File: src/pbd_pkg.sv
`default_nettype none
package pbd_pkg;
    localparam int HOST_ADDR_W = 20;
    localparam int HOST_DATA_W = 8;
    localparam int PROC_DATA_W = 16;
    localparam int PROC_ADDR_W = 24;
    localparam int IO_DECODE_W = 10;
    localparam int CTL_PINS = 6;
    localparam int BUS_PINS = HOST_ADDR_W + HOST_DATA_W;

    localparam logic [9:0] IO_RANGE_BASE = 10'h160;
    localparam logic [9:0] REG_WINDOW_BASE_OFFSET = 10'h165;
    localparam logic [9:0] REG_STATUS_READ_KEYS_WRITE = 10'h166;

    localparam int PORT_SIM_PF = 1;
    localparam int PORT_NVRAM_GATE = 2;
    localparam int PORT_MASTER_CLEAR = 3;
    localparam int PORT_OFFSET = 5;
    localparam int PORT_STATUS_KEYS = 6;
    localparam int PORT_RELEASE = 7;

    localparam int ADDR_MEM_SPACE_BIT = 19;
    localparam int ADDR_WINDOW_SEL_BIT = 18;
    localparam int ADDR_EXTRA_HALF_BIT = 16;

    localparam logic [7:0] OFFSET_RESET = 8'h00;
    localparam logic [7:0] KEYS_RESET = 8'hff;
    localparam logic [3:0] POWER_FAIL_INT_CODE = 4'ha;
    localparam logic [5:0] CTL_SYNC_RESET = 6'h0f;
    localparam logic [27:0] BUS_SYNC_RESET = 28'h000_0000;

    typedef enum logic [1:0] {
        MEM_IDLE = 2'h0,
        MEM_REQ = 2'h1,
        MEM_HOLD = 2'h3
    } pbd_mem_state_type;
endpackage
`default_nettype wire

File: src/pbd_pin_sync.sv
`default_nettype none
module pbd_pin_sync #(
    parameter int WIDTH = 1,
    parameter logic [WIDTH-1:0] RST_VAL = '0
) (
    input wire logic clk,
    input wire logic sys_rst,
    input wire logic [WIDTH-1:0] pin_in,
    output logic [WIDTH-1:0] stable_out
);
    logic [WIDTH-1:0] meta;
    logic [WIDTH-1:0] stage2;
    logic [WIDTH-1:0] stage3;
    wire [WIDTH-1:0] agree = ~(stage2 ^ stage3);

    // A bit only moves once two later stages agree, so a single-cycle glitch is filtered.
    always_ff @(posedge clk) begin
        if (sys_rst) begin
            meta <= RST_VAL;
            stage2 <= RST_VAL;
            stage3 <= RST_VAL;
            stable_out <= RST_VAL;
        end else begin
            meta <= pin_in;
            stage2 <= meta;
            stage3 <= stage2;
            stable_out <= (agree & stage3) | (~agree & stable_out);
        end
    end
endmodule
`default_nettype wire

File: src/pbd_io_decode.sv
`default_nettype none
module pbd_io_decode
    import pbd_pkg::*;
(
    input wire logic [IO_DECODE_W-1:0] addr_low,
    input wire logic dma_addr_enable,
    input wire logic io_read,
    input wire logic io_write,
    output logic io_decode_enable,
    output logic [7:0] port_sel
);
    wire in_range = addr_low[IO_DECODE_W-1:3] == IO_RANGE_BASE[IO_DECODE_W-1:3];

    // DMA cycles carry a DMA address on the bus and must never hit these ports.
    assign io_decode_enable = in_range && !dma_addr_enable && (io_read || io_write);
    assign port_sel = io_decode_enable ? 8'h01 << addr_low[2:0] : 8'h00;
endmodule
`default_nettype wire

File: src/pbd_io_port_decoder.sv
// Behaviour
// - Host bus: 20-bit address, 8-bit data, IO/mem strobes
// - Bytes split and merged onto 16-bit words
// - Host may write the lower half of processor memory via offset
// - Memory window is 64 kbyte at offset
// - Decode ports 160-167 with strobes and AEN
// - IO enable selects one of eight ports
// - Write 161 pulses simulated power fail
// - Write 162 pulses NV-RAM write gate
// - Write 163 pulses master clear
// - Access 167 pulses processor release
// - Control strobes ignore host data
// - Port 166 reads status, writes keys
// - Power fail from simulated fail or reset
// - Offset port write loads offset register
// - Offset port read returns offset register
// - Granted memory access latches extra offset
// - Power fail raises internal code 12 octal
// - Keys load on write, status on read
// - Address bit 18 picks window or extra
`default_nettype none
module pbd_io_port_decoder
    import pbd_pkg::*;
(
    input wire logic clk,
    input wire logic sys_rst,
    input wire logic [HOST_ADDR_W-1:0] host_addr,
    input wire logic [HOST_DATA_W-1:0] host_data_in,
    output logic [HOST_DATA_W-1:0] host_data_out,
    output logic host_data_oe,
    input wire logic host_io_read_n,
    input wire logic host_io_write_n,
    input wire logic host_mem_read_n,
    input wire logic host_mem_write_n,
    input wire logic host_dma_addr_enable,
    input wire logic host_bus_reset,
    input wire logic [7:0] status_bits,
    input wire logic [7:0] extra_mem_base,
    input wire logic proc_mem_grant,
    input wire logic [PROC_DATA_W-1:0] proc_rd_data,
    output logic sim_power_fail_strobe,
    output logic nvram_write_gate_strobe,
    output logic host_master_clear_strobe,
    output logic processor_release_strobe,
    output logic host_power_fail,
    output logic power_fail_internal_int,
    output logic [3:0] power_fail_int_code,
    output logic [7:0] keys_value,
    output logic [7:0] window_base_offset,
    output logic extra_mem_addr_latch,
    output logic extra_mem_half,
    output logic proc_mem_req,
    output logic proc_mem_we,
    output logic [PROC_ADDR_W-1:0] proc_word_addr,
    output logic [PROC_DATA_W-1:0] proc_wr_data,
    output logic [1:0] proc_byte_en
);
    logic [CTL_PINS-1:0] ctl_s;
    logic [BUS_PINS-1:0] bus_s;

    pbd_pin_sync #(.WIDTH(CTL_PINS), .RST_VAL(CTL_SYNC_RESET)) u_ctl_sync (
        .clk(clk),
        .sys_rst(sys_rst),
        .pin_in({host_bus_reset, host_dma_addr_enable, host_mem_write_n,
                 host_mem_read_n, host_io_write_n, host_io_read_n}),
        .stable_out(ctl_s)
    );

    // Address and data take the same path as the strobes, so they stay aligned with them.
    pbd_pin_sync #(.WIDTH(BUS_PINS), .RST_VAL(BUS_SYNC_RESET)) u_bus_sync (
        .clk(clk),
        .sys_rst(sys_rst),
        .pin_in({host_data_in, host_addr}),
        .stable_out(bus_s)
    );

    wire io_rd = !ctl_s[0];
    wire io_wr = !ctl_s[1];
    wire mem_rd = !ctl_s[2];
    wire mem_wr = !ctl_s[3];
    wire dma_aen = ctl_s[4];
    wire bus_rst = ctl_s[5];
    wire [HOST_ADDR_W-1:0] addr_s = bus_s[HOST_ADDR_W-1:0];
    wire [HOST_DATA_W-1:0] data_s = bus_s[BUS_PINS-1:HOST_ADDR_W];

    logic io_rd_q;
    logic io_wr_q;
    logic mem_rd_q;
    logic mem_wr_q;
    logic io_hit;
    logic [7:0] io_sel_q;
    logic io_decode_enable;
    logic [7:0] port_sel;

    pbd_io_decode u_io_decode (
        .addr_low(addr_s[IO_DECODE_W-1:0]),
        .dma_addr_enable(dma_aen),
        .io_read(io_rd),
        .io_write(io_wr),
        .io_decode_enable(io_decode_enable),
        .port_sel(port_sel)
    );

    wire io_active = io_rd || io_wr;
    wire io_lead = io_active && !(io_rd_q || io_wr_q);
    wire io_end = !io_active && (io_rd_q || io_wr_q);
    wire io_start_hit = io_lead && io_decode_enable;
    // Writes act at the trailing edge, where the host data is sure to be valid.
    wire wr_done = io_hit && io_wr_q && !io_wr;

    // Control ports act on decode alone and never look at data_s.
    wire next_sim_pf = wr_done && io_sel_q[PORT_SIM_PF];
    wire next_nvram_gate = wr_done && io_sel_q[PORT_NVRAM_GATE];
    wire next_master_clear = wr_done && io_sel_q[PORT_MASTER_CLEAR];
    wire next_release = io_start_hit && port_sel[PORT_RELEASE];
    wire offset_load_strobe = wr_done && io_sel_q[PORT_OFFSET];
    wire keys_load_strobe = wr_done && io_sel_q[PORT_STATUS_KEYS];
    wire offset_read_enable = io_hit && io_rd && io_sel_q[PORT_OFFSET];
    wire status_read_enable = io_hit && io_rd && io_sel_q[PORT_STATUS_KEYS];
    wire next_power_fail = next_sim_pf || bus_rst;

    always_ff @(posedge clk) begin
        if (sys_rst) begin
            io_rd_q <= 1'b0;
            io_wr_q <= 1'b0;
            mem_rd_q <= 1'b0;
            mem_wr_q <= 1'b0;
            io_hit <= 1'b0;
            io_sel_q <= 8'h00;
        end else begin
            io_rd_q <= io_rd;
            io_wr_q <= io_wr;
            mem_rd_q <= mem_rd;
            mem_wr_q <= mem_wr;
            if (io_start_hit) begin
                io_hit <= 1'b1;
                io_sel_q <= port_sel;
            end else if (io_end) begin
                io_hit <= 1'b0;
                io_sel_q <= 8'h00;
            end
        end
    end

    always_ff @(posedge clk) begin
        if (sys_rst) begin
            sim_power_fail_strobe <= 1'b0;
            nvram_write_gate_strobe <= 1'b0;
            host_master_clear_strobe <= 1'b0;
            processor_release_strobe <= 1'b0;
            host_power_fail <= 1'b0;
            power_fail_internal_int <= 1'b0;
            power_fail_int_code <= 4'h0;
        end else begin
            sim_power_fail_strobe <= next_sim_pf;
            nvram_write_gate_strobe <= next_nvram_gate;
            host_master_clear_strobe <= next_master_clear;
            processor_release_strobe <= next_release;
            host_power_fail <= next_power_fail;
            power_fail_internal_int <= host_power_fail;
            power_fail_int_code <= host_power_fail ? POWER_FAIL_INT_CODE : 4'h0;
        end
    end

    always_ff @(posedge clk) begin
        if (sys_rst) begin
            window_base_offset <= OFFSET_RESET;
            keys_value <= KEYS_RESET;
        end else begin
            if (offset_load_strobe) begin
                window_base_offset <= data_s;
            end
            if (keys_load_strobe) begin
                keys_value <= data_s;
            end
        end
    end

    pbd_mem_state_type mem_state;
    pbd_mem_state_type next_mem_state;
    logic [HOST_ADDR_W-1:0] mem_addr_q;
    logic [HOST_DATA_W-1:0] mem_rd_byte;

    wire mem_hit = addr_s[ADDR_MEM_SPACE_BIT] && !dma_aen;
    wire mem_rd_start = mem_hit && mem_rd && !mem_rd_q;
    wire mem_wr_start = mem_hit && mem_wr_q && !mem_wr;
    wire granted = mem_state == MEM_REQ && proc_mem_grant;
    // Bit 18 picks the movable window or the donated extra area for the upper lines.
    wire [8:0] upper_sel = addr_s[ADDR_WINDOW_SEL_BIT] ? {1'b0, window_base_offset}
                                                       : {extra_mem_base, addr_s[ADDR_EXTRA_HALF_BIT]};
    wire [PROC_ADDR_W-1:0] next_word_addr = {upper_sel, addr_s[15:1]};
    wire [1:0] next_byte_en = addr_s[0] ? 2'h2 : 2'h1;
    wire [HOST_DATA_W-1:0] lane_byte = mem_addr_q[0] ? proc_rd_data[15:8] : proc_rd_data[7:0];

    always_comb begin
        next_mem_state = mem_state;
        case (mem_state)
            MEM_IDLE: begin
                if (mem_rd_start || mem_wr_start) begin
                    next_mem_state = MEM_REQ;
                end
            end
            MEM_REQ: begin
                if (proc_mem_grant) begin
                    next_mem_state = proc_mem_we ? MEM_IDLE : MEM_HOLD;
                end
            end
            MEM_HOLD: begin
                if (!mem_rd) begin
                    next_mem_state = MEM_IDLE;
                end
            end
            default: begin
                next_mem_state = MEM_IDLE;
            end
        endcase
    end

    always_ff @(posedge clk) begin
        if (sys_rst) begin
            mem_state <= MEM_IDLE;
            mem_addr_q <= 20'h0_0000;
            mem_rd_byte <= 8'h00;
            proc_mem_req <= 1'b0;
            proc_mem_we <= 1'b0;
            proc_word_addr <= 24'h00_0000;
            proc_wr_data <= 16'h0000;
            proc_byte_en <= 2'h0;
            extra_mem_addr_latch <= 1'b0;
            extra_mem_half <= 1'b0;
        end else begin
            mem_state <= next_mem_state;
            extra_mem_addr_latch <= granted;
            if (mem_state == MEM_IDLE && next_mem_state == MEM_REQ) begin
                mem_addr_q <= addr_s;
                proc_mem_req <= 1'b1;
                proc_mem_we <= mem_wr_start;
                proc_word_addr <= next_word_addr;
                proc_wr_data <= {data_s, data_s};
                proc_byte_en <= next_byte_en;
            end else if (granted) begin
                proc_mem_req <= 1'b0;
                mem_rd_byte <= lane_byte;
                extra_mem_half <= mem_addr_q[ADDR_EXTRA_HALF_BIT];
            end
        end
    end

    // Reserved and control ports never enable the bus driver.
    wire next_data_oe = offset_read_enable || status_read_enable || mem_state == MEM_HOLD;
    wire [7:0] next_data_out = offset_read_enable ? window_base_offset :
                               status_read_enable ? status_bits :
                               mem_state == MEM_HOLD ? mem_rd_byte : 8'h00;

    always_ff @(posedge clk) begin
        if (sys_rst) begin
            host_data_oe <= 1'b0;
            host_data_out <= 8'h00;
        end else begin
            host_data_oe <= next_data_oe;
            host_data_out <= next_data_out;
        end
    end
endmodule
`default_nettype wire

File: config.mk
export PLATFORM = sky130hd
export DESIGN_NAME = pbd_io_port_decoder
export DESIGN_NICKNAME = d
export VERILOG_FILES = /design/src/pbd_pkg.sv /design/src/pbd_pin_sync.sv /design/src/pbd_io_decode.sv /design/src/pbd_io_port_decoder.sv
export SDC_FILE = /design/constraint.sdc
export NUM_CORES = 1
export LEC_CHECK = 0
export BUFFER_PORTS_ARGS = -buffer_cell sky130_fd_sc_hd__buf_2
export CAP_MARGIN = 20
export CORE_MARGIN = 2
export CORE_UTILIZATION = 54
export CTS_BUF_LIST = sky130_fd_sc_hd__clkbuf_8 sky130_fd_sc_hd__clkbuf_16
export CTS_CLUSTER_DIAMETER = 80
export DETAILED_ROUTE_END_ITERATION = 12
export GPL_TIMING_DRIVEN = 0
export PLACE_DENSITY = 0.78
export SYNTH_ARGS = -nofsm -noshare
export SYNTH_HDL_FRONTEND = slang
export SYNTH_SLANG_ARGS = --single-unit
File: constraint.sdc
create_clock -name clk -period 1.8 [get_ports clk]
set_clock_uncertainty 0.05 [all_clocks]
set_input_delay 0.09 -clock clk [delete_from_list [all_inputs] [get_ports clk]]
set_output_delay 0.09 -clock clk [all_outputs]
set_load 0.01 [all_outputs]
==> flow_summary.toml <==
[run_status]
status = "finished, final reports clean"

[grt]
grt_pass1_wl_mm = 28.2
track_usage = 0.238
grt_overflow = 0
first_global_vias = 5753
grt_max_degree = 17
antenna_found_initial = 0

[synth]
ys.flop_type = "dfxtp_1"
ys_ff_latch = 222
syn_area_um2 = 7550
netlist_top_cells_area = "dfxtp_1 (59%), nor2b_1 (7.7%), a21oi_1 (5.6%), o21ai_0 (3.8%), nand2_1 (3.1%)"
synth-edff-count = 0
synth_top_area_cell = "dfxtp_1"
synthTopCellsByCount = "dfxtp_1 (222), nor2b_1 (93), a21oi_1 (84)"
yosysMostFrequentCell = "dfxtp_1"
synth.distinct_cells = 37
ys_async_sr_fraction = 0
yosysTopAreaCellShare = 0.588
synth_warnings = 0
yosysSeqAreaShare = 0.588
postSynthAreaPerCell_um2 = 9.81
synthCells = 770

[sta]
fin_crit_ps = 1760
clock.fmax_mhz = 569
fin_ws_ps = 43.1
hold_viol = 0
hold_ws_ps = 120
final.setup.tns_ps = 0
setup_viol = 0
maxSlewViolCount = 0
fin_crit_sh = 0.976
tightestPinTransition_ps = 760
grt_setup_unrepaired = "false"
slew_headroom = 0.493

[critical_path]
r2r_cells = 4
cp.arrival_ps = 2040
path_max_fanout = 10
r2r_slack_ps = 40
worstPathRequired_ps = 2090
rr_endpoint = "proc_word_addr[17]$_SDFFE_PP0P_"
critPathCaptureType = "register"
critical_path.startpoint_type = "register"
critPathKind = "reg2reg"
setup.worst_path.end = "proc_word_addr[17]$_SDFFE_PP0P_"

[power_and_ir_drop]
p_sw_frac = 0.201
peakVddDrop_mv = 0.754
seqPwrFrac = 0.517
leakage_uw = 0.00399
clkPwrFrac = 0.443
p_int_uw = 7790
power_density_nw_per_um2 = 987
p_sw_uw = 1960
comb_power_share = 0.040

[routing]
firstDrtPassIters = 6
wirelength_mm = 18.1
ant_nets = 0
drt_iter0_markers = 443
vias = 6206
drcViolationCount = 0
avgViaCountPerCell = 5.18
wl_per_cell_um = 15.1

[cts]
ctsRootBufferMaster = "clkbuf_16"
cts.sinks = 222
cts_buffers = 21
tritoncts = "yes"
max-clock-path-buffers = 3
clkTransAtPathRegs_ps = 60
clock_latency_ps = 480
cts.htree.levels = 1

[min_path]
hp-class = "in2reg"

[cells_and_area]
nets = 1075
fin_area_um2 = 9880
fillers = 1041
area_growth_pct = 30.8
drive_above_1_share = 0.226
seqCellArea_um2 = 4440
multi_input_area_um2 = 2730
diodes = 0

[die]
coreArea_um2 = 13800
row_count = 43
die_x_um = 122
die_area_um2 = 15000
start_util = 0.548
io_pins = 150
dieHeight_um = 122

[placement]
place_congestion = 0.813
portBuffers = 145
dp_slack_ps = -53.7
dp_hpwl_mm = 11.9
placed_area_um2 = 8510

[run]
max_cap_violations = 0
[logic make-up (layout without fill, tap and decap cells)]
group,Yosys count,count (layout),synth area share
AO/OA/AOI/OAI,182,182,0.137
other,1,2,0.000496
multiplexers,22,22,0.0292
flip-flops,222,222,0.588
buffers and inverters,75,323,0.0525
AND/OR/NAND/NOR,268,268,0.193
[placed cells by master (no fill, tap or decap), types with 2 or more instances in the layout]
cell type	count
clkbuf_2	2
clkbuf_1	37
a211o_1	8
dfxtp_1	222
clkbuf_16	21
a311oi_1	8
nand3_1	36
dlygate4sd3_1	66
and3b_1	2
o21ai_0	58
mux2i_1	22
clkinv_2	3
conb_1	2
clkinvlp_4	2
buf_1	3
clkbuf_8	4
bufinv_16	2
buf_4	31
nor3b_1	4
or2_2	12
nand3b_1	7
nor2_1	30
and4_1	2
and2_1	9
o21bai_1	4
inv_1	4
a211oi_1	17
nor2b_1	93
nand2_1	62
a21oi_1	84
buf_2	147
[power by group through the flow]
stage / sequential, uW / clock (uW) / combinational (uW)
floorplan: 5140 / 0 / 151
detailed placement: 5150 / 0 / 269
global route: 5050 / 4600 / 421
finish: 5050 / 4320 / 387
global placement: 5150 / 0 / 267
CTS: 5040 / 4380 / 379
[through the flow]
step           utilization  power (uW)  std cells
2_1_floorplan            -        5290        771
3_3_place_gp         0.618        5420       1096
3_5_place_dp         0.618        5420       1096
4_1_cts              0.716        9810       1198
5_1_grt              0.718       10100       1199
6_report             0.718        9760       1199
[critical path, stage by stage, from the launching register on]
cell	delay, ps
dfxtp_1	400
or4b_4	590
buf_6	160
nor2_2	290
a211oi_1	130
[area by class of cell]
cell class	count	share of cell area
Buffer	73	0.0396
Clock buffer	25	0.0587
Clock inverter	11	0.0106
Multi-Input combinational cell	474	0.276
Sequential cell	222	0.450
Tap cell	180	0.0228
Timing Repair Buffer	214	0.143
[per-layer routing]
layer,global-route usage,wire (um),vias up
met5,0,0,-
met4,0.0869,469,0
met3,0.0414,1220,45
met2,0.406,8610,242
met1,0.302,7840,2852
li1,-,-,3067
[worst min path at each step]
| stage | startpoint | to | depth (start not counted) |
|---|---|---|---|
| finish | sys_rst | io_sel_q[5]$_SDFFE_PP0P_ | 4 |
| global route | sys_rst | io_sel_q[6]$_SDFFE_PP0P_ | 4 |
| CTS | sys_rst | io_sel_q[5]$_SDFFE_PP0P_ | 4 |
| detailed placement | host_mem_write_n | u_ctl_sync.meta[3]$_SDFF_PP1_ | 2 |
| global placement | host_mem_read_n | u_ctl_sync.meta[2]$_SDFF_PP1_ | 2 |
| floorplan | host_io_write_n | u_ctl_sync.meta[1]$_SDFF_PP1_ | 1 |
[repair_timing]
item | in CTS | in global routing
setup endpoints to repair | 8 | 35
endpoints found under the hold margin | 59 | 0
hold buffers | 66 | 0
pin swaps | 0 | 2
gates resized for setup | 1 | 5
setup buffers | 0 | 3
cloned | 0 | 0
Note: power is estimated with default switching activity, not from simulation.
